[config.mk]
export PLATFORM = sky130hd
export DESIGN_NAME = crf_regfile
export DESIGN_NICKNAME = d
export VERILOG_FILES = /design/src/common/crf_pkg.sv /design/src/rtl/crf_regfile.sv
export VERILOG_INCLUDE_DIRS = /design/src /design/src/common
export SDC_FILE = /design/constraint.sdc
export NUM_CORES = 1
export LEC_CHECK = 0
export BUFFER_PORTS_ARGS = -buffer_cell sky130_fd_sc_hd__buf_2
export CAP_MARGIN = 20
export CELL_PAD_IN_SITES_DETAIL_PLACEMENT = 1
export CELL_PAD_IN_SITES_GLOBAL_PLACEMENT = 2
export CORE_MARGIN = 2
export CORE_UTILIZATION = 35
export CTS_BUF_LIST = sky130_fd_sc_hd__clkbuf_4 sky130_fd_sc_hd__clkbuf_8
export DETAILED_ROUTE_END_ITERATION = 6
export GPL_TIMING_DRIVEN = 0
export PLACE_DENSITY_LB_ADDON = 0.1
export SLEW_MARGIN = 10
export SYNTH_ARGS = -nofsm -noshare
export SYNTH_HDL_FRONTEND = slang
export SYNTH_SLANG_ARGS = --single-unit
[constraint.sdc]
create_clock -name CLK_SYS -period 4.8 [get_ports CLK_SYS]
set_clock_uncertainty 0.05 [all_clocks]
set_input_delay 0.24 -clock CLK_SYS [delete_from_list [all_inputs] [get_ports CLK_SYS]]
set_output_delay 0.24 -clock CLK_SYS [all_outputs]
set_load 0.02 [all_outputs]
[src/common/crf_defines.svh]
// constants of the cpu register file: offsets, field positions, reset values
`ifndef CRF_DEFINES_SVH
`define CRF_DEFINES_SVH

// register offsets on the ahb-lite slave, byte addresses
`define CRF_OFS_ACCUMULATOR 32'h0000_0000
`define CRF_OFS_INDEX_POINTER 32'h0000_0004
`define CRF_OFS_STACK_POINTER 32'h0000_0008
`define CRF_OFS_PROGRAM_COUNTER 32'h0000_000C
`define CRF_OFS_CONDITION_FLAGS 32'h0000_0010
`define CRF_OFS_STATUS 32'h0000_0014

// condition flag bit positions
`define CRF_FLAG_V 7
`define CRF_FLAG_H 4
`define CRF_FLAG_I 3
`define CRF_FLAG_N 2
`define CRF_FLAG_Z 1
`define CRF_FLAG_C 0
// bits 6 and 5 always read as one
`define CRF_FLAGS_FIXED 8'h60

// reset values
`define CRF_RST_STACK_POINTER 16'h00FF
`define CRF_RST_FLAGS 8'h68
`define CRF_STACK_LOW_FILL 8'hFF

// vector locations: reset vector high byte first, interrupt table below it
`define CRF_RESET_VECTOR 16'hFFFE
`define CRF_IRQ_VECTOR_TOP 16'hFFFC

// bytes stacked on interrupt entry
`define CRF_PUSH_BYTES 3'h5
// pull targets
`define CRF_TGT_FLAGS 3'h0
`define CRF_TGT_ACC 3'h1
`define CRF_TGT_IDX_LOW 3'h2
`define CRF_TGT_PC_HIGH 3'h3
`define CRF_TGT_PC_LOW 3'h4
`define CRF_TGT_IDX_HIGH 3'h5

`endif

[src/common/crf_pkg.sv]
// types shared by the cpu register file and its users
`default_nettype none
package crf_pkg;

	// sequencer states, one-hot
	typedef enum logic [4:0] {
		ST_RSTV = 5'b0_0001,
		ST_IDLE = 5'b0_0010,
		ST_PUSH = 5'b0_0100,
		ST_VECT = 5'b0_1000,
		ST_PULL = 5'b1_0000
	} crf_state_e;

	// micro-operations issued by the instruction sequencer
	typedef enum logic [4:0] {
		OP_NOP, OP_LDA, OP_ADD, OP_ADC, OP_SUB, OP_SBC, OP_AND, OP_ORA,
		OP_EOR, OP_ASLA, OP_RORA, OP_DEC_ADJUST, OP_LDHX, OP_ADD_IDX,
		OP_ADD_STACK, OP_LOAD_STACK, OP_RESET_STACK_LOW, OP_PUSH_ACC,
		OP_PUSH_IDX_HIGH, OP_PULL_ACC, OP_PULL_IDX_HIGH, OP_FETCH, OP_JMP,
		OP_BRANCH, OP_CLEAR_MASK, OP_SET_MASK, OP_INT_RETURN, OP_CLC,
		OP_SEC, OP_EA_IDX, OP_EA_STACK
	} crf_op_e;

	// branch conditions, carried in arg[11:8] of OP_BRANCH
	typedef enum logic [3:0] {
		BR_ALWAYS, BR_EQ, BR_NE, BR_CC, BR_CS, BR_GT, BR_GE, BR_LE,
		BR_LT, BR_MI, BR_PL
	} crf_cond_e;

	// operation request
	typedef struct packed {
		logic valid;
		crf_op_e code;
		logic [15:0] arg;
	} crf_op_s;

	// memory port request, read data returns one cycle after rd
	typedef struct packed {
		logic rd;
		logic wr;
		logic [15:0] addr;
		logic [7:0] wdata;
	} crf_mem_s;

endpackage
`default_nettype wire

[src/rtl/crf_regfile.sv]
// cpu register file: accumulator, index, stack, program counter, flags
//
// How it works
// - eight-bit accumulator takes alu results
// - sixteen-bit index from high and low bytes
// - stack pointer resets to 00FF
// - reset-stack sets low byte FF only
// - push decrements, pull increments stack pointer
// - stack-relative address is pointer plus offset
// - counter increments on fetch, loads on jumps
// - reset loads counter from vector, high first
// - flag bits six and five read one
// - overflow flag tracks signed overflow
// - half carry from bit three, used by adjust
// - mask set blocks maskable interrupts
// - mask set after stacking, before vector fetch
// - interrupt entry never stacks index high byte
// - highest-priority pending request served first
// - interrupt return restores stacked mask
// - mask one after reset, cleared by instruction
// - negative flag copies result bit seven
// - zero flag set on zero result
// - carry from bit seven or borrow
//
// The address map and the AHB-Lite interface to the registers are this design's own decisions.
`timescale 1ns/100ps
`default_nettype none
`include "crf_defines.svh"

module crf_regfile (
	// clock and reset
	input wire logic CLK_SYS,
	input wire logic NRST,
	// operation requests from the instruction sequencer
	input wire crf_pkg::crf_op_s OP_REQ,
	output logic OP_READY,
	// memory port
	output crf_pkg::crf_mem_s MEM_REQ,
	input wire logic [7:0] MEM_RDATA,
	// maskable interrupt requests, bit 0 has highest priority
	input wire logic [7:0] IRQ_REQ,
	output logic [7:0] IRQ_ACK,
	// register state
	output logic [7:0] ACCUMULATOR,
	output logic [15:0] INDEX_POINTER,
	output logic [15:0] STACK_POINTER,
	output logic [15:0] PROGRAM_COUNTER,
	output logic [7:0] CONDITION_FLAGS,
	output logic [15:0] EFFECTIVE_ADDR,
	// ahb-lite slave
	input wire logic HSEL,
	input wire logic [31:0] HADDR,
	input wire logic [1:0] HTRANS,
	input wire logic HWRITE,
	input wire logic [2:0] HSIZE,
	input wire logic [31:0] HWDATA,
	input wire logic HREADY,
	output logic [31:0] HRDATA,
	output logic HREADYOUT,
	output logic HRESP
);
	import crf_pkg::*;

	crf_state_e state_reg;
	logic [2:0] step_reg;
	logic [2:0] pull_first_reg;
	logic [2:0] pull_cnt_reg;
	logic [15:0] vec_addr_reg;
	logic [7:0] accumulator_reg;
	logic [15:0] index_pointer_reg;
	logic [15:0] stack_pointer_reg;
	logic [15:0] program_counter_reg;
	logic [7:0] condition_flags_reg;
	logic [15:0] ea_reg;
	logic [7:0] irq_ack_reg;
	logic bus_wr_pend_reg;
	logic [31:0] bus_addr_reg;
	logic [31:0] hrdata_reg;

	logic irq_any;
	logic [2:0] irq_idx;
	logic irq_take;
	logic op_go;
	logic bus_wr;
	logic pull_issue;
	logic pull_cap;
	logic [2:0] pull_tgt;
	logic pull_last;
	logic br_taken;
	logic [7:0] push_byte;
	logic [7:0] alu_res;
	logic alu_acc;
	logic alu_v;
	logic alu_h;
	logic alu_c;
	logic alu_vhc;
	logic [8:0] sum9;
	logic [4:0] nib5;
	logic [7:0] m;
	logic fix_lo;
	logic fix_hi;
	logic [2:0] i_idx;

	// interrupt arbitration; scanning down lets the lowest index win
	always_comb begin
		irq_any = |IRQ_REQ;
		irq_idx = 3'h0;
		for (int i = 7; i >= 0; i--) begin
			i_idx = 3'(i);
			if (IRQ_REQ[i]) begin
				irq_idx = i_idx;
			end
		end
	end

	// requests are only taken between operations, never mid-sequence
	// mask gates requests
	assign irq_take = (state_reg == ST_IDLE) && !condition_flags_reg[`CRF_FLAG_I] &&
		irq_any && !bus_wr_pend_reg;
	assign OP_READY = (state_reg == ST_IDLE) && !irq_take && !bus_wr_pend_reg;
	assign op_go = OP_REQ.valid && OP_READY;
	assign bus_wr = bus_wr_pend_reg;

	// pull sequence: issue at step s, capture the byte one step later
	assign pull_issue = (state_reg == ST_PULL) && (step_reg < pull_cnt_reg);
	assign pull_cap = (state_reg == ST_PULL) && (step_reg != 3'h0);
	assign pull_tgt = pull_first_reg + step_reg - 3'h1;
	assign pull_last = pull_cap && (step_reg == pull_cnt_reg);

	// stacked order on entry, pulled back in reverse by interrupt return
	// index high not stacked
	always_comb begin
		case (step_reg)
			3'h0: push_byte = program_counter_reg[7:0];
			3'h1: push_byte = program_counter_reg[15:8];
			3'h2: push_byte = index_pointer_reg[7:0];
			3'h3: push_byte = accumulator_reg;
			default: push_byte = condition_flags_reg;
		endcase
	end

	// branch condition evaluation
	always_comb begin
		logic n;
		logic z;
		logic v;
		logic c;
		n = condition_flags_reg[`CRF_FLAG_N];
		z = condition_flags_reg[`CRF_FLAG_Z];
		v = condition_flags_reg[`CRF_FLAG_V];
		c = condition_flags_reg[`CRF_FLAG_C];
		case (crf_cond_e'(OP_REQ.arg[11:8]))
			BR_ALWAYS: br_taken = 1'b1;
			BR_EQ: br_taken = z;
			BR_NE: br_taken = !z;
			BR_CC: br_taken = !c;
			BR_CS: br_taken = c;
			BR_GT: br_taken = !(z | (n ^ v));
			BR_GE: br_taken = !(n ^ v);
			BR_LE: br_taken = z | (n ^ v);
			BR_LT: br_taken = n ^ v;
			BR_MI: br_taken = n;
			BR_PL: br_taken = !n;
			default: br_taken = 1'b0;
		endcase
	end

	// accumulator arithmetic and logic
	always_comb begin
		m = OP_REQ.arg[7:0];
		alu_res = accumulator_reg;
		alu_acc = 1'b1;
		alu_vhc = 1'b1;
		alu_v = 1'b0;
		alu_h = condition_flags_reg[`CRF_FLAG_H];
		alu_c = condition_flags_reg[`CRF_FLAG_C];
		sum9 = 9'h000;
		nib5 = 5'h00;
		fix_lo = 1'b0;
		fix_hi = 1'b0;
		case (OP_REQ.code)
			OP_ADD, OP_ADC: begin
				sum9 = {1'b0, accumulator_reg} + {1'b0, m} +
					{8'h00, (OP_REQ.code == OP_ADC) & condition_flags_reg[`CRF_FLAG_C]};
				nib5 = {1'b0, accumulator_reg[3:0]} + {1'b0, m[3:0]} +
					{4'h0, (OP_REQ.code == OP_ADC) & condition_flags_reg[`CRF_FLAG_C]};
				alu_res = sum9[7:0];
				alu_c = sum9[8];
				alu_h = nib5[4];
				alu_v = (accumulator_reg[7] & m[7] & !sum9[7]) |
					(!accumulator_reg[7] & !m[7] & sum9[7]);
			end
			OP_SUB, OP_SBC: begin
				sum9 = {1'b0, accumulator_reg} - {1'b0, m} -
					{8'h00, (OP_REQ.code == OP_SBC) & condition_flags_reg[`CRF_FLAG_C]};
				alu_res = sum9[7:0];
				alu_c = sum9[8];
				alu_v = (accumulator_reg[7] & !m[7] & !sum9[7]) |
					(!accumulator_reg[7] & m[7] & sum9[7]);
			end
			OP_LDA: alu_res = m;
			OP_AND: alu_res = accumulator_reg & m;
			OP_ORA: alu_res = accumulator_reg | m;
			OP_EOR: alu_res = accumulator_reg ^ m;
			OP_ASLA: begin
				alu_res = {accumulator_reg[6:0], 1'b0};
				alu_c = accumulator_reg[7];
				alu_v = accumulator_reg[6] ^ accumulator_reg[7];
			end
			OP_RORA: begin
				alu_res = {condition_flags_reg[`CRF_FLAG_C], accumulator_reg[7:1]};
				alu_c = accumulator_reg[0];
				alu_v = condition_flags_reg[`CRF_FLAG_C] ^ accumulator_reg[0];
			end
			// adjust uses half carry and carry
			OP_DEC_ADJUST: begin
				fix_lo = condition_flags_reg[`CRF_FLAG_H] || (accumulator_reg[3:0] > 4'h9);
				fix_hi = condition_flags_reg[`CRF_FLAG_C] || (accumulator_reg > 8'h99);
				alu_res = accumulator_reg + {1'b0, fix_hi, fix_hi, 1'b0, 1'b0, fix_lo, fix_lo, 1'b0};
				alu_c = fix_hi;
				alu_v = condition_flags_reg[`CRF_FLAG_V];
			end
			default: begin
				alu_acc = 1'b0;
				alu_vhc = 1'b0;
			end
		endcase
	end

	// memory port, driven from the sequencer registers, and from the taken request itself for accumulator and index-high pushes
	always_comb begin
		MEM_REQ = '0;
		if (state_reg == ST_RSTV || state_reg == ST_VECT) begin
			MEM_REQ.rd = step_reg < 3'h2;
			MEM_REQ.addr = vec_addr_reg + {15'h0000, step_reg[0]};
		end else if (state_reg == ST_PUSH) begin
			MEM_REQ.wr = 1'b1;
			MEM_REQ.addr = stack_pointer_reg;
			MEM_REQ.wdata = push_byte;
		end else if (state_reg == ST_PULL) begin
			MEM_REQ.rd = pull_issue;
			MEM_REQ.addr = stack_pointer_reg + 16'h0001;
		end else if (op_go && (OP_REQ.code == OP_PUSH_ACC ||
				OP_REQ.code == OP_PUSH_IDX_HIGH)) begin
			MEM_REQ.wr = 1'b1;
			MEM_REQ.addr = stack_pointer_reg;
			MEM_REQ.wdata = (OP_REQ.code == OP_PUSH_ACC) ? accumulator_reg :
				index_pointer_reg[15:8];
		end
	end

	// sequencer: reset vector, interrupt entry, pulls
	always_ff @(posedge CLK_SYS or negedge NRST) begin
		if (!NRST) begin
			state_reg <= ST_RSTV;
			step_reg <= 3'h0;
			pull_first_reg <= 3'h0;
			pull_cnt_reg <= 3'h0;
			vec_addr_reg <= `CRF_RESET_VECTOR;
		end else begin
			case (state_reg)
				ST_RSTV, ST_VECT: begin
					step_reg <= step_reg + 3'h1;
					if (step_reg == 3'h2) begin
						step_reg <= 3'h0;
						state_reg <= ST_IDLE;
					end
				end
				ST_PUSH: begin
					step_reg <= step_reg + 3'h1;
					if (step_reg == `CRF_PUSH_BYTES - 3'h1) begin
						step_reg <= 3'h0;
						state_reg <= ST_VECT;
					end
				end
				ST_PULL: begin
					step_reg <= step_reg + 3'h1;
					if (pull_last) begin
						step_reg <= 3'h0;
						state_reg <= ST_IDLE;
					end
				end
				default: begin
					if (irq_take) begin
						state_reg <= ST_PUSH;
						vec_addr_reg <= `CRF_IRQ_VECTOR_TOP - {12'h000, irq_idx, 1'b0};
					end else if (op_go && OP_REQ.code == OP_INT_RETURN) begin
						state_reg <= ST_PULL;
						pull_first_reg <= `CRF_TGT_FLAGS;
						pull_cnt_reg <= `CRF_PUSH_BYTES;
					end else if (op_go && OP_REQ.code == OP_PULL_ACC) begin
						state_reg <= ST_PULL;
						pull_first_reg <= `CRF_TGT_ACC;
						pull_cnt_reg <= 3'h1;
					end else if (op_go && OP_REQ.code == OP_PULL_IDX_HIGH) begin
						state_reg <= ST_PULL;
						pull_first_reg <= `CRF_TGT_IDX_HIGH;
						pull_cnt_reg <= 3'h1;
					end
				end
			endcase
		end
	end

	// accumulator
	always_ff @(posedge CLK_SYS or negedge NRST) begin
		if (!NRST) begin
			accumulator_reg <= 8'h00;
		end else if (bus_wr && bus_addr_reg == `CRF_OFS_ACCUMULATOR) begin
			accumulator_reg <= HWDATA[7:0];
		end else if (pull_cap && pull_tgt == `CRF_TGT_ACC) begin
			accumulator_reg <= MEM_RDATA;
		end else if (op_go && alu_acc) begin
			accumulator_reg <= alu_res;
		end
	end

	// index pointer, high and low bytes
	always_ff @(posedge CLK_SYS or negedge NRST) begin
		if (!NRST) begin
			index_pointer_reg <= 16'h0000;
		end else if (bus_wr && bus_addr_reg == `CRF_OFS_INDEX_POINTER) begin
			index_pointer_reg <= HWDATA[15:0];
		end else if (pull_cap && pull_tgt == `CRF_TGT_IDX_LOW) begin
			index_pointer_reg[7:0] <= MEM_RDATA;
		end else if (pull_cap && pull_tgt == `CRF_TGT_IDX_HIGH) begin
			index_pointer_reg[15:8] <= MEM_RDATA;
		end else if (op_go && OP_REQ.code == OP_LDHX) begin
			index_pointer_reg <= OP_REQ.arg;
		end else if (op_go && OP_REQ.code == OP_ADD_IDX) begin
			index_pointer_reg <= index_pointer_reg + OP_REQ.arg;
		end
	end

	// stack pointer
	always_ff @(posedge CLK_SYS or negedge NRST) begin
		if (!NRST) begin
			stack_pointer_reg <= `CRF_RST_STACK_POINTER;
		end else if (bus_wr && bus_addr_reg == `CRF_OFS_STACK_POINTER) begin
			stack_pointer_reg <= HWDATA[15:0];
		end else if (state_reg == ST_PUSH || (op_go && (OP_REQ.code == OP_PUSH_ACC ||
				OP_REQ.code == OP_PUSH_IDX_HIGH))) begin
			stack_pointer_reg <= stack_pointer_reg - 16'h0001;
		end else if (pull_issue) begin
			stack_pointer_reg <= stack_pointer_reg + 16'h0001;
		end else if (op_go && OP_REQ.code == OP_RESET_STACK_LOW) begin
			stack_pointer_reg[7:0] <= `CRF_STACK_LOW_FILL;
		end else if (op_go && OP_REQ.code == OP_LOAD_STACK) begin
			stack_pointer_reg <= OP_REQ.arg;
		end else if (op_go && OP_REQ.code == OP_ADD_STACK) begin
			stack_pointer_reg <= stack_pointer_reg + OP_REQ.arg;
		end
	end

	// program counter
	always_ff @(posedge CLK_SYS or negedge NRST) begin
		if (!NRST) begin
			program_counter_reg <= 16'h0000;
		end else if (bus_wr && bus_addr_reg == `CRF_OFS_PROGRAM_COUNTER) begin
			program_counter_reg <= HWDATA[15:0];
		end else if ((state_reg == ST_RSTV || state_reg == ST_VECT) && step_reg == 3'h1) begin
			program_counter_reg[15:8] <= MEM_RDATA;
		end else if ((state_reg == ST_RSTV || state_reg == ST_VECT) && step_reg == 3'h2) begin
			program_counter_reg[7:0] <= MEM_RDATA;
		end else if (pull_cap && pull_tgt == `CRF_TGT_PC_HIGH) begin
			program_counter_reg[15:8] <= MEM_RDATA;
		end else if (pull_cap && pull_tgt == `CRF_TGT_PC_LOW) begin
			program_counter_reg[7:0] <= MEM_RDATA;
		end else if (op_go && OP_REQ.code == OP_FETCH) begin
			program_counter_reg <= program_counter_reg + 16'h0001;
		end else if (op_go && OP_REQ.code == OP_JMP) begin
			program_counter_reg <= OP_REQ.arg;
		end else if (op_go && OP_REQ.code == OP_BRANCH && br_taken) begin
			program_counter_reg <= program_counter_reg + {{8{OP_REQ.arg[7]}}, OP_REQ.arg[7:0]};
		end
	end

	// condition flags; the bus may not touch the mask so only software clears it
	always_ff @(posedge CLK_SYS or negedge NRST) begin
		if (!NRST) begin
			condition_flags_reg <= `CRF_RST_FLAGS;
		end else if (bus_wr && bus_addr_reg == `CRF_OFS_CONDITION_FLAGS) begin
			condition_flags_reg <= HWDATA[7:0] | `CRF_FLAGS_FIXED;
			// a bus write landing on the last stacking edge must not lose the mask set
			condition_flags_reg[`CRF_FLAG_I] <= condition_flags_reg[`CRF_FLAG_I] |
				(state_reg == ST_PUSH && step_reg == `CRF_PUSH_BYTES - 3'h1);
		end else if (pull_cap && pull_tgt == `CRF_TGT_FLAGS) begin
			condition_flags_reg <= MEM_RDATA | `CRF_FLAGS_FIXED;
		end else if (state_reg == ST_PUSH && step_reg == `CRF_PUSH_BYTES - 3'h1) begin
			condition_flags_reg[`CRF_FLAG_I] <= 1'b1;
		end else if (op_go) begin
			if (OP_REQ.code == OP_CLEAR_MASK) begin
				condition_flags_reg[`CRF_FLAG_I] <= 1'b0;
			end else if (OP_REQ.code == OP_SET_MASK) begin
				condition_flags_reg[`CRF_FLAG_I] <= 1'b1;
			end else if (OP_REQ.code == OP_CLC || OP_REQ.code == OP_SEC) begin
				condition_flags_reg[`CRF_FLAG_C] <= OP_REQ.code == OP_SEC;
			end else if (alu_vhc) begin
				condition_flags_reg[`CRF_FLAG_V] <= alu_v;
				condition_flags_reg[`CRF_FLAG_H] <= alu_h;
				condition_flags_reg[`CRF_FLAG_N] <= alu_res[7];
				condition_flags_reg[`CRF_FLAG_Z] <= alu_res == 8'h00;
				condition_flags_reg[`CRF_FLAG_C] <= alu_c;
			end
		end
	end

	// operand address and interrupt acknowledge
	always_ff @(posedge CLK_SYS or negedge NRST) begin
		if (!NRST) begin
			ea_reg <= 16'h0000;
			irq_ack_reg <= 8'h00;
		end else begin
			irq_ack_reg <= irq_take ? (8'h01 << irq_idx) : 8'h00;
			if (op_go && OP_REQ.code == OP_EA_IDX) begin
				ea_reg <= index_pointer_reg + OP_REQ.arg;
			end else if (op_go && OP_REQ.code == OP_EA_STACK) begin
				ea_reg <= stack_pointer_reg + OP_REQ.arg;
			end
		end
	end

	// ahb-lite slave: zero wait states, read data captured at address phase
	always_ff @(posedge CLK_SYS or negedge NRST) begin
		if (!NRST) begin
			bus_wr_pend_reg <= 1'b0;
			bus_addr_reg <= 32'h0000_0000;
			hrdata_reg <= 32'h0000_0000;
		end else if (HREADY) begin
			bus_wr_pend_reg <= HSEL && HTRANS[1] && HWRITE;
			bus_addr_reg <= HADDR;
			hrdata_reg <= 32'h0000_0000;
			if (HSEL && HTRANS[1] && !HWRITE) begin
				if (HADDR == `CRF_OFS_ACCUMULATOR) begin
					hrdata_reg <= {24'h00_0000, accumulator_reg};
				end else if (HADDR == `CRF_OFS_INDEX_POINTER) begin
					hrdata_reg <= {16'h0000, index_pointer_reg};
				end else if (HADDR == `CRF_OFS_STACK_POINTER) begin
					hrdata_reg <= {16'h0000, stack_pointer_reg};
				end else if (HADDR == `CRF_OFS_PROGRAM_COUNTER) begin
					hrdata_reg <= {16'h0000, program_counter_reg};
				end else if (HADDR == `CRF_OFS_CONDITION_FLAGS) begin
					hrdata_reg <= {24'h00_0000, condition_flags_reg | `CRF_FLAGS_FIXED};
				end else if (HADDR == `CRF_OFS_STATUS) begin
					hrdata_reg <= {27'h000_0000, state_reg};
				end
			end
		end
	end

	// outputs
	assign HRDATA = hrdata_reg;
	assign HREADYOUT = 1'b1;
	assign HRESP = 1'b0;
	assign IRQ_ACK = irq_ack_reg;
	assign ACCUMULATOR = accumulator_reg;
	assign INDEX_POINTER = index_pointer_reg;
	assign STACK_POINTER = stack_pointer_reg;
	assign PROGRAM_COUNTER = program_counter_reg;
	assign CONDITION_FLAGS = condition_flags_reg | `CRF_FLAGS_FIXED;
	assign EFFECTIVE_ADDR = ea_reg;

endmodule
`default_nettype wire

## After elaboration in Yosys (flattened, before gate mapping)

Index checks and enable logic that the tools add are counted.

| operators by class | value |
|---|---|
| magnitude comparators | 4 |
| reduce and logical (&&, ||, !) cells | 106 |
| mux-type cells | 109 |
| add/sub/neg operators | 18 |
| shifts and indexed selects | 1 |
| bitwise logic cells | 22 |
| equality and inequality tests | 79 |

Operator list:

| kind | number |
|---|---|
| $mux W16 | 21 |
| $mux W8 | 23 |
| $eq A32 B4 Y1 const B | 4 |
| $eq A32 B5 Y1 const B | 3 |
| $eq A5 B5 Y1 const B | 16 |
| $pmux W8 S9 | 1 |
| $eq A32 B3 Y1 const B | 2 |
| $logic_not A32 Y1 | 2 |
| $mux W3 | 21 |
| $mux W25 | 2 |
| $mux W5 | 10 |
| $add A16 B16 Y16 | 3 |
| $eq A5 B4 Y1 const B | 9 |
| $logic_and A1 B1 Y1 | 42 |
| $add A16 B1 Y16 const B | 2 |
| $pmux W8 S4 | 1 |
| $eq A5 B3 Y1 const B | 5 |
| $mux W1 | 23 |
| $ne A3 B3 Y1 const B | 7 |
| $reduce_bool A3 Y1 | 7 |
| $reduce_bool A6 Y1 | 3 |
| $add A16 B1 Y16 | 1 |
| $eq A4 B3 Y1 const B | 4 |
| $reduce_bool A4 Y1 | 4 |
| 60 further kinds | 123 |

| word-level totals | value |
|---|---|
| bits in registers | 183 |
| logic and storage cells | 362 |
| output and inout bits | 149 |

## Logic depth before layout (Yosys ltp)

Gate-level depths: netlist of run 1.

| depth | value |
|---|---|
| depth in word-level cells | 18 |
| depth in mapped cells | 16 |
| depth with buffers taken out | 14 |

## Worst setup path after synthesis of run 1

No wires, ideal clock.

| timing path | value |
|---|---|
| kind | input to register |
| start | input port OP_REQ[19] (netlist name) |
| end | register condition_flags_reg[1] |
| arrival | 3.460 ns |
| setup time | 0.092 ns |
| stages on the path | 14 |
| buffers on the path | 1 |
| path slack | 1.198 ns |
| path through | buf_4 nand2b_1 nor3_1 nand3_1 fa_1 fa_1 o21a_1 nor2_1 o21ai_0 xnor2_1 nor2_1 o32a_1 or4_1 o31ai_2 |

| on the way | value |
|---|---|
| word-level cells in the longest chain between the ends | 13 |
| elaborated cells between the ends (all ways) | 39 |
| classes of those cells | add/sub (2); eq/ne (18); mux (10); bitwise (2); reduce/logical (7) |

Ends and longest elaborated chain:

| element | RTL line | source |
|---|---|---|
| start, declared | crf_regfile.sv:35 | `input wire crf_pkg::crf_op_s OP_REQ,` |
| $eq A5 B3 Y1 / $eq A5 B2 Y1 (equally long branches) | crf_regfile.sv:181, crf_regfile.sv:195, crf_regfile.sv:184 |  |
| $and A1 B1 Y1, on equally long branches | crf_regfile.sv:195, crf_regfile.sv:184 |  |
| $sub A9 B1 Y9 / $add A9 B1 Y9 (equally long branches) | crf_regfile.sv:194, crf_regfile.sv:183 |  |
| $pmux W8 S9 | crf_regfile.sv:181 | `case (OP_REQ.code)` |
| $logic_not A8 Y1 | crf_regfile.sv:402 | `` condition_flags_reg[`CRF_FLAG_Z] <= alu_res == 8'h00; `` |
| $mux W3 | crf_regfile.sv:398 | `end else if (alu_vhc) begin` |
| $mux W2 | crf_regfile.sv:396 | `end else if (OP_REQ.code == OP_CLC \|\| OP_REQ.code == OP_SEC) begin` |
| $mux W3 | crf_regfile.sv:394 | `end else if (OP_REQ.code == OP_SET_MASK) begin` |
| $mux W3 | crf_regfile.sv:392 | `if (OP_REQ.code == OP_CLEAR_MASK) begin` |
| $mux W5 | crf_regfile.sv:391 | `end else if (op_go) begin` |
| $mux W3 | crf_regfile.sv:389 | `` end else if (state_reg == ST_PUSH && step_reg == `CRF_PUSH_BYTES - 3'h1) begin `` |
| $mux W5 | crf_regfile.sv:387 | `` end else if (pull_cap && pull_tgt == `CRF_TGT_FLAGS) begin `` |
| $mux W8 | crf_regfile.sv:382 | `` end else if (bus_wr && bus_addr_reg == `CRF_OFS_CONDITION_FLAGS) begin `` |
| end signal, assigned | crf_regfile.sv:381 | `` condition_flags_reg <= `CRF_RST_FLAGS; `` |
| end signal, assigned | crf_regfile.sv:383 | `` condition_flags_reg <= HWDATA[7:0] \| `CRF_FLAGS_FIXED; `` |
| end signal, assigned | crf_regfile.sv:388 | `` condition_flags_reg <= MEM_RDATA \| `CRF_FLAGS_FIXED; `` |
| end, declared | crf_regfile.sv:73 | `logic [7:0] condition_flags_reg;` |

Parallel ways exist; a longest one is shown, timed or not. The select of a mux whose other input is x is not followed.
A chain may end at the register's enable or synchronous reset.

## Worst setup path in the final report of run 1

| timing path | value |
|---|---|
| start | register accumulator_reg[6] (netlist: ACCUMULATOR[6]) |
| end | register condition_flags_reg[1] |

| on the way | value |
|---|---|
| word-level cells in the longest chain between the ends | 13 |
| elaborated cells between the ends (all ways) | 20 |
| classes of those cells | add/sub (5); order compare (1); mux (9); bitwise (3); reduce/logical (2) |

Ends and longest elaborated chain:

| element | RTL line | source |
|---|---|---|
| start, declared | crf_regfile.sv:69 | `logic [7:0] accumulator_reg;` |
| start signal, assigned | crf_regfile.sv:310 | `accumulator_reg <= HWDATA[7:0];` |
| start signal, assigned | crf_regfile.sv:314 | `accumulator_reg <= alu_res;` |
| $gt A8 B8 Y1 | crf_regfile.sv:218 | `` fix_hi = condition_flags_reg[`CRF_FLAG_C] \|\| (accumulator_reg > 8'h99); `` |
| $logic_or A1 B1 Y1 | crf_regfile.sv:218 |  |
| $add A8 B7 Y8 | crf_regfile.sv:219 | `alu_res = accumulator_reg + {1'b0, fix_hi, fix_hi, 1'b0, 1'b0, fix_lo, fix_lo, 1'b0};` |
| $pmux W8 S9 (*) | crf_regfile.sv:181 |  |
| $logic_not A8 Y1 (*) | crf_regfile.sv:402 |  |
| $mux W3 (*) | crf_regfile.sv:398 |  |
| $mux W2 (*) | crf_regfile.sv:396 |  |
| $mux W3 (*) | crf_regfile.sv:394 |  |
| $mux W3 (*) | crf_regfile.sv:392 |  |
| $mux W5 (*) | crf_regfile.sv:391 |  |
| $mux W3 (*) | crf_regfile.sv:389 |  |
| $mux W5 (*) | crf_regfile.sv:387 |  |
| $mux W8 (*) | crf_regfile.sv:382 |  |

Mark *: on every way between the ends. The rest lies on a longest branch, timed or not. The select of a mux whose other input is x is not followed.

==> flow_summary_export.csv, run 1 <==
group,metric,value,unit
floorplan,chipWidth,214,um
synthesis,synth_compound_area_share,26.8,%
sta,fmax,225,MHz
synthesis,yosys.area_share.simple,22.6,%
synthesis,synth_xor_area_share,4.15,%
sta,rsz0062_at_grt,"false",
global_routing,gr-total-overflow,0,
setup_path,path_max_fanout,8,
synthesis,yosys_warnings,0,
synthesis,synthMuxAreaShare,5.95,%
synthesis,synthTopCellsByArea,"dfrtp_1, ha_1, nand2_1, o21ai_0, a21oi_1",
synthesis,synth_common_cells,"nand2_1, nor2_1, dfrtp_1",
global_routing,antenna_found_initial,6,
detailed_routing,vias,17292,
synthesis,mappedNetlistArea,0.0154,sq mm
setup_path,slowest_stage,"clkbuf_1",
cts,postCtsSetupBuffers,0,
sta,maxSlewViolCount,0,
cts,clock_latency,0.55,ns
floorplan,start_util,35.6,%
floorplan,fp.coreArea,0.0433,sq mm
cells_and_area,largest_reg_flops,32,
detailed_routing,drtIter0Drc,1530,
setup_path,crit_start,"ACCUMULATOR[6]$_DFFE_PN0P_",
setup_path,worst-path-buf-inv,2,
setup_path,crit_required,5.21,ns
synthesis,syn_area_per_cell,7.92,sq um
setup_path,crit_family,"simple AND/OR/NAND/NOR gates",
cts,cts_max_path_buffers,2,
cts,cts_repair_resize_count,0,
synthesis,synth_area_leader_cell,"dfrtp_1",
detailed_routing,wl,79.1,mm
sta,relSlewSlack,21.3,%
power_and_ir_drop,power,8.91,mW
min_path,hold_end,"PROGRAM_COUNTER[1]$_DFFE_PN0P_",
synthesis,yosysSeqAreaShare,24.6,%
synthesis,synthMostInstantiatedCell,"nand2_1",
power_and_ir_drop,peakVddDrop,0.000230,V
detailed_routing,via_per_inst,6.08,
setup_path,cp_slowest_stage_delay,0.61,ns
cts,ctsHoldBuffers,44,
synthesis,synth_top_family_by_area,"compound AO/OA/AOI/OAI gates",
detailed_routing,first_pass_iters,5,
detailed_routing,wl_per_cell,27.8,um
setup_path,endpoint_kind,"register",
setup_path,r2r_slack,0.36,ns
placement,hpwlAfterDp,61.8,mm
global_routing,track_usage,34.7,%
setup_path,start_kind,"register",
cells_and_area,layout.cells.non_filler,2842,
cts,htreeDepth,4,
floorplan,pin_count,261,
global_routing,grt_start_max_net_pins,106,
placement,io_buffer_count,213,
sta,tightestPinTransition,1.17,ns
setup_path,path_class,"register to register",
setup_path,arrival,4.86,ns
outcome,outcome,"finished, final reports clean",
global_routing,grt_pass1_vias,17288,
synthesis,ys.flop_type,"dfrtp_1",
sta,fin_setup_tns,0,ns
sta,finalCritPeriodShare,92.6,%
cts,clkSinkCount,151,
floorplan,rows,76,
synthesis,synthArstFlopShare,100,%
min_path,hp-start,"HWDATA[1]",
placement,dpl.cell_count,2764,
cells_and_area,final_layout_size_suffix_gt1_share,18.7,%
synthesis,synthAdderAreaFrac,9.08,%
cells_and_area,final_nets,2461,
setup_path,r2r-end,"condition_flags_reg[1]$_DFFE_PN0P_",
power_and_ir_drop,p_per_area,491,mW/mm^2
detailed_routing,drc,0,
min_path,hold_class,"input port to register",
sta,min_period,4.44,ns
synthesis,synth_cell_types,101,
floorplan,die_y,214,um
cts,cts-root-buf,"clkbuf_8",
min_path,whs_path_depth,3,
global_routing,grt_pass1_wl,115,mm
cts,numCtsBuffers,17,
synthesis,post-synth-top-area-fraction,22.2,%
sta,hold_viol_final,0,
detailed_routing,ant_nets,0,
setup_path,r2r_start,"ACCUMULATOR[6]$_DFFE_PN0P_",
power_and_ir_drop,power_leakage,7.91,nW
cts,clk_pin_slew,0.11,ns
job,maxCapViolations,0,
placement,place_congestion,0.960,
floorplan,die_area,0.0457,sq mm
cts,cts_tree,"built",
synthesis,postSynthCellCount,1947,
sta,setup_violations,0,
setup_path,critical_path.cell_chain,"clkbuf_1 -> inv_1 -> ha_1 -> a221o_1 -> ha_1 -> nand3_1 -> nor2_1 -> or3_1 -> nand3_1 -> nand4_1 -> o32a_1 -> or4_1 -> o31ai_2",
synthesis,synth_seq_cells,151,
synthesis,synth_edf_count,0,
cells_and_area,syn2layout_area_growth,17.8,%
setup_path,rr_worst_depth,13,
-- worst register-to-register path: stages, from the launching register on --
cell	delay, ns
dfrtp_1	0.55
clkbuf_1	0.61
inv_1	0.22
ha_1	0.27
a221o_1	0.40
ha_1	0.35
nand3_1	0.10
nor2_1	0.05
or3_1	0.32
nand3_1	0.14
nand4_1	0.11
o32a_1	0.42
or4_1	0.57
o31ai_2	0.21
-- metal layers --
layer	up-vias	share of wire (%)	global-route usage (%)
met3	179	9.6	9.56
met4	4	4.6	15.2
met2	771	43	53.1
li1	7760	-	-
met1	8578	42	45.6
met5	-	0.034	0
-- worst max-delay path by stage --
stage                                               endpoint  slack (ns)  depth (start not counted)
final                     condition_flags_reg[1]$_DFFE_PN0P_        0.36                         13
after global routing      condition_flags_reg[1]$_DFFE_PN0P_        0.13                         11
after CTS                 condition_flags_reg[1]$_DFFE_PN0P_        0.42                         13
after detailed placement  condition_flags_reg[1]$_DFFE_PN0P_        0.25                         14
after global placement    condition_flags_reg[1]$_DFFE_PN0P_        0.30                         14
after floorplan           condition_flags_reg[1]$_DFFE_PN0P_        1.20                         14
-- area by class of cell --
| class | count | area, sq um |
|---|---|---|
| tap | 585 | 732 |
| timing repair buffer | 258 | 1540 |
| multi-input combinational | 1588 | 10600 |
| buffer | 136 | 704 |
| clock inverter | 11 | 126 |
| inverter | 90 | 338 |
| fill | 5387 | 25100 |
| clock buffer | 21 | 270 |
| antenna | 2 | 5.00 |
| sequential | 151 | 3800 |
-- through the flow --
stage	hold slack, ns	setup slack (ns)	util (%)	area, sq um
6_report	0.0539	0.355	42.0	18200
5_1_grt	0.0293	0.132	42.0	18200
4_1_cts	0.0104	0.418	42.0	18200
3_5_place_dp	0.137	0.252	40.0	17300
3_3_place_gp	0.407	0.300	39.9	17300
2_1_floorplan	-0.106	1.20	-	15500
-- logic make-up after synthesis --
logic type | Yosys count
other cells | 2
fa+ha+maj | 107
mux | 83
buf+inv | 226
compound gates | 620
flops | 151
simple gates | 685
xor+xnor | 73
-- cells in the final DEF (no fill, tap or decap), drive strengths merged, types with 43 or more instances in the layout --
cell	count
clkbuf	91
dfrtp	137
a21oi	136
nor2	172
buf	280
nand2	199
nor3	57
a22oi	43
nand3	65
o21ai	139
inv	92
mux2	49
dlygate4sd3	44
ha	99
-- where the power goes --
part	total, mW	switching [mW]	internal [mW]
Clock	1.08	0.584	0.494
Sequential	2.24	0.675	1.56
Combinational	5.59	3.53	2.06
Total	8.91	4.79	4.12
(Power assumes the default switching activity.)
==> run 2, diff against run 1 <==
--- a/config.mk
+++ b/config.mk
@@ -14,7 +14,6 @@
 export CORE_UTILIZATION = 35
 export CTS_BUF_LIST = sky130_fd_sc_hd__clkbuf_4 sky130_fd_sc_hd__clkbuf_8
 export DETAILED_ROUTE_END_ITERATION = 6
-export GPL_TIMING_DRIVEN = 0
 export PLACE_DENSITY_LB_ADDON = 0.1
 export SLEW_MARGIN = 10
 export SYNTH_ARGS = -nofsm -noshare
==> run 2 against run 1 <==
Effect of this change: global-route usage decreased by 1.1 points; power grew 2.1%; via count shrank 1.9%; register-to-register slack improved by 0.35 ns; cell count decreased by 3.6%; die area stayed put; clock power shrank 5%; flip-flop and latch count did not move; worst hold slack lost 0.0030 ns; critical path type unchanged; largest cell class unchanged; largest power group unchanged.
==> flow_summary_export.csv, run 2 (synthesized netlist as in run 1, its figures left out) <==
group,metric,value,unit
placement,io_buffer_count,220,
setup_path,arrival,4.50,ns
cells_and_area,final_layout_size_suffix_gt1_share,18.7,%
min_path,hold_class,"input port to register",
cts,postCtsSetupBuffers,0,
cells_and_area,final_common_cell,"buf_2",
cells_and_area,final_util,40.8,%
setup_path,endpoint_kind,"register",
sta,rsz0062_at_grt,"false",
sta,fmax,244,MHz
sta,finalCritPeriodShare,85.3,%
cts,clk_pin_slew,0.10,ns
power_and_ir_drop,peakVddDrop,0.000232,V
detailed_routing,drc,0,
cts,cts_repair_resize_count,0,
placement,hpwlAfterDp,58.7,mm
job,maxCapViolations,0,
sta,hold_viol_final,0,
global_routing,antenna_found_initial,2,
outcome,outcome,"finished, final reports clean",
detailed_routing,wl_per_cell,28.2,um
power_and_ir_drop,p_per_area,516,mW/mm^2
sta,setup_slack,0.706,ns
detailed_routing,via_per_inst,6.19,
setup_path,crit_required,5.21,ns
cells_and_area,syn2layout_area_growth,14.5,%
floorplan,chipWidth,214,um
floorplan,rows,76,
cts,numCtsBuffers,17,
floorplan,fp.coreArea,0.0433,sq mm
cts,cts_tree,"built",
detailed_routing,ant_nets,0,
sta,tightestPinTransition,1.09,ns
sta,setup_violations,0,
cts,cts-root-buf,"clkbuf_8",
global_routing,grt_start_max_net_pins,83,
global_routing,track_usage,33.5,%
detailed_routing,wl,77.2,mm
cells_and_area,largest_reg_flops,32,
sta,fin_setup_tns,0,ns
floorplan,pin_count,261,
cts,ctsHoldBuffers,38,
cts,clkSinkCount,151,
cts,htreeDepth,4,
sta,maxSlewViolCount,0,
global_routing,gr-total-overflow,0,
setup_path,start_kind,"register",
detailed_routing,vias,16961,
sta,relSlewSlack,26.7,%
cells_and_area,layout_common_cells,"buf_2, nand2_1, nor2_1, dfrtp_1, o21ai_0",
detailed_routing,drtIter0Drc,1501,
placement,place_congestion,0.969,
floorplan,start_util,35.6,%
cells_and_area,diodes,0,
floorplan,die_y,214,um
floorplan,die_area,0.0457,sq mm
sta,min_period,4.09,ns
detailed_routing,first_pass_iters,5,
cells_and_area,final_nets,2361,
setup_path,r2r_slack,0.71,ns
power_and_ir_drop,power_leakage,7.67,nW
setup_path,path_class,"register to register",
setup_path,path_max_fanout,16,
cts,cts_max_path_buffers,2,
placement,place_ws,0.366,ns
cts,clock_latency,0.55,ns
sta,whs,0.0509,ns
global_routing,grt_pass1_wl,112,mm
global_routing,grt_pass1_vias,16625,
==> run 2: path summary, 6_finish.rpt <==
path,startpoint,to,cells past startpoint
worst max-delay path,ACCUMULATOR[3]$_DFFE_PN0P_,condition_flags_reg[1]$_DFFE_PN0P_,10
worst min-delay path,MEM_RDATA[7],condition_flags_reg[7]$_DFFE_PN0P_,3
worst max register to register,ACCUMULATOR[3]$_DFFE_PN0P_,condition_flags_reg[1]$_DFFE_PN0P_,10
worst min register to register,EFFECTIVE_ADDR[7]$_DFFE_PN0P_,EFFECTIVE_ADDR[7]$_DFFE_PN0P_,2
max in group asynchronous,NRST,bus_addr_reg[28]$_DFFE_PN0P_,3
min in group asynchronous,NRST,condition_flags_reg[4]$_DFFE_PN0P_,2
==> run 2: layout make-up <==
class                      instances  area, sq um
clock inverter                    14          138
inverter                          90          338
sequential                       151         3800
clock buffer                      18          241
fill                            5297        25600
timing repair buffer             294         1760
multi-input combinational       1588        10600
tap                              585          732
==> run 2: critical path, cell delays in order (launching register included) <==
cell	delay (ns)
dfrtp_1	0.94
inv_1	0.23
ha_1	0.44
ha_1	0.37
nor3_1	0.07
a211oi_1	0.49
nor4b_1	0.12
a211oi_1	0.53
nor2_1	0.08
o32a_1	0.45
o31ai_2	0.25
==> run 2: where the power goes <==
part,internal (mW),switching [mW],total (mW)
Clock,0.425,0.607,1.03
Sequential,1.57,0.851,2.42
Combinational,2.14,3.51,5.65
==> run 2: through the flow <==
| step | instance area (sq um) | total power [mW] | instances |
|---|---|---|---|
| after floorplan | 15500 | 5.63 | 1965 |
| after global placement | 16900 | 7.80 | 2669 |
| after detailed placement | 16900 | 7.91 | 2670 |
| after CTS | 17600 | 9.01 | 2740 |
| after global routing | 17600 | 9.70 | 2740 |
| final | 17600 | 9.10 | 2740 |
==> run 2: per-layer routing <==
metal	wire, um	vias up	track usage (%)
met5	27	-	0
met4	2930	4	12.6
met3	6510	137	8.29
met2	33900	699	51.8
met1	33800	8555	45.2
li1	-	7566	-
==> run 3, diff against run 2 <==
--- a/config.mk
+++ b/config.mk
@@ -10,10 +10,11 @@
 export CAP_MARGIN = 20
 export CELL_PAD_IN_SITES_DETAIL_PLACEMENT = 1
 export CELL_PAD_IN_SITES_GLOBAL_PLACEMENT = 2
-export CORE_MARGIN = 2
+export CORE_MARGIN = 5
 export CORE_UTILIZATION = 35
 export CTS_BUF_LIST = sky130_fd_sc_hd__clkbuf_4 sky130_fd_sc_hd__clkbuf_8
 export DETAILED_ROUTE_END_ITERATION = 6
+export MAX_ROUTING_LAYER = met4
 export PLACE_DENSITY_LB_ADDON = 0.1
 export SLEW_MARGIN = 10
 export SYNTH_ARGS = -nofsm -noshare
==> run 3 against run 2 <==
Effect of this change: die area grew 5.7%; worst hold slack worse by 0.014 ns; combinational power hardly changed.
==> flow_summary_export.csv, run 3 (synthesized netlist as in run 1, its figures left out) <==
group,metric,value,unit
detailed_routing,wl,78.2,mm
sta,min_period,3.94,ns
sta,whs,0.0366,ns
cts,numCtsBuffers,17,
cts,htreeDepth,4,
setup_path,crit_family,"simple AND/OR/NAND/NOR gates",
setup_path,start_kind,"input port",
cts,cts_tree,"built",
floorplan,die_area,0.0483,sq mm
placement,place_congestion,0.981,
setup_path,crit_required,5.21,ns
cells_and_area,largest_reg_flops,32,
cells_and_area,final_common_cell,"buf_2",
cts,clock_latency,0.54,ns
sta,fmax,254,MHz
setup_path,cp_slowest_stage_delay,0.77,ns
sta,rsz0062_at_grt,"false",
global_routing,grt_start_max_net_pins,86,
sta,setup_slack,0.856,ns
detailed_routing,drc,0,
floorplan,chipWidth,220,um
cells_and_area,syn2layout_area_growth,14.8,%
floorplan,start_util,35.5,%
sta,maxSlewViolCount,0,
placement,hpwlAfterDp,59.7,mm
placement,place_ws,0.400,ns
placement,dpl.cell_count,2676,
detailed_routing,via_per_inst,6.14,
global_routing,track_usage,32.5,%
global_routing,grt_pass1_vias,16829,
power_and_ir_drop,power,9.11,mW
placement,io_buffer_count,220,
sta,relSlewSlack,20.3,%
floorplan,die_y,220,um
floorplan,rows,76,
floorplan,fp.coreArea,0.0434,sq mm
cts,cts-root-buf,"clkbuf_8",
power_and_ir_drop,p_per_area,515,mW/mm^2
sta,fin_setup_tns,0,ns
floorplan,pin_count,261,
setup_path,path_max_fanout,5,
setup_path,critical_path.cell_chain,"buf_2 -> nand2b_1 -> nor3_1 -> nand3_1 -> fa_1 -> fa_1 -> o21a_1 -> nor2_1 -> o21ai_0 -> xnor2_1 -> nor2_1 -> o32a_1 -> or4_1 -> o31ai_2",
cells_and_area,layout_common_cells,"buf_2, nand2_1, nor2_1, dfrtp_1, o21ai_0",
setup_path,slowest_stage,"nor3_1",
detailed_routing,drtIter0Drc,1720,
global_routing,grt_pass1_wl,114,mm
power_and_ir_drop,power_leakage,7.70,nW
cts,cts_max_path_buffers,2,
global_routing,antenna_found_initial,5,
cells_and_area,final_nets,2367,
sta,setup_violations,0,
detailed_routing,ant_nets,0,
min_path,hold_class,"input port to register",
job,maxCapViolations,0,
setup_path,worst-path-buf-inv,1,
setup_path,endpoint_kind,"register",
sta,hold_viol_final,0,
cts,clkSinkCount,151,
cells_and_area,n_fill_cell,5403,
power_and_ir_drop,peakVddDrop,0.000252,V
outcome,outcome,"finished, final reports clean",
cells_and_area,layout.cells.non_filler,2751,
cells_and_area,final_layout_size_suffix_gt1_share,19.0,%
detailed_routing,wl_per_cell,28.4,um
detailed_routing,vias,16899,
detailed_routing,first_pass_iters,6,
sta,finalCritPeriodShare,82.2,%
cts,cts_repair_resize_count,0,
setup_path,path_class,"input port to register",
setup_path,arrival,4.35,ns
global_routing,gr-total-overflow,0,
sta,tightestPinTransition,1.18,ns
cts,clk_pin_slew,0.12,ns
==> run 3: changes by cell type in the layout (fill, tap and decap cells not counted), moves of 2 or more <==
cell / previous run / this run
clkbuf_8: 17 / 19
clkinvlp_4: 4 / 2
diode_2: 0 / 5
buf_4: 36 / 43
==> run 3: area by class of cell <==
cell class	count	area, sq um	area share, %
inverters	90	338	1.91
well taps	585	732	4.14
clock inverters	13	109	0.615
diodes	5	12.5	0.0707
flip-flops and latches	151	3800	21.5
multi-input cells	1588	10600	60.2
clock buffers	19	262	1.48
repair buffers	300	1800	10.2
==> run 3: final timing paths <==
| check | start | endpoint | slack [ns] | cells after the start |
|---|---|---|---|---|
| worst max-delay path | OP_REQ[19] | condition_flags_reg[1]$_DFFE_PN0P_ | 0.86 | 14 |
| worst min-delay path | HWDATA[9] | INDEX_POINTER[9]$_DFFE_PN0P_ | 0.04 | 3 |
| worst max register to register | ACCUMULATOR[6]$_DFFE_PN0P_ | condition_flags_reg[1]$_DFFE_PN0P_ | 0.97 | 13 |
| worst min register to register | EFFECTIVE_ADDR[1]$_DFFE_PN0P_ | EFFECTIVE_ADDR[1]$_DFFE_PN0P_ | 0.43 | 1 |
| max in group asynchronous | NRST | HRDATA[7]$_DFFE_PN0P_ | 3.22 | 3 |
| min in group asynchronous | NRST | ACCUMULATOR[4]$_DFFE_PN0P_ | 0.31 | 2 |
==> run 3: metrics by stage <==
step | utilization, % | cell area, sq um
final | 40.8 | 17700
after global routing | 40.8 | 17700
after CTS | 40.8 | 17700
after detailed placement | 39.0 | 16900
after global placement | 39.0 | 16900
after floorplan | - | 15500
==> run 3: worst min-delay path: stages <==
cell and delay, ns:
buf_2 0.18, nor2_1 0.13, a21oi_1 0.04
==> run 3: what timing repair did <==
item                                    4_1_cts  5_1_grt
setup buffers                                 0        0
endpoints found under the hold margin       114        0
hold buffers                                 37        0
endpoints found under the setup margin        0        0
==> run 3: report_power, final <==
group	switching (mW)	internal [mW]
logic	3.53	2.13
registers	0.867	1.57
clock network	0.616	0.399
==> run 3: routing by layer <==
metal / share of wire (%) / track usage (%) / wire length, um
met1: 45 / 45.0 / 35100
met2: 45 / 48.7 / 35100
met3: 7.8 / 6.18 / 6070
met4: 2.5 / 9.03 / 1960
met5: 0 / - / 0
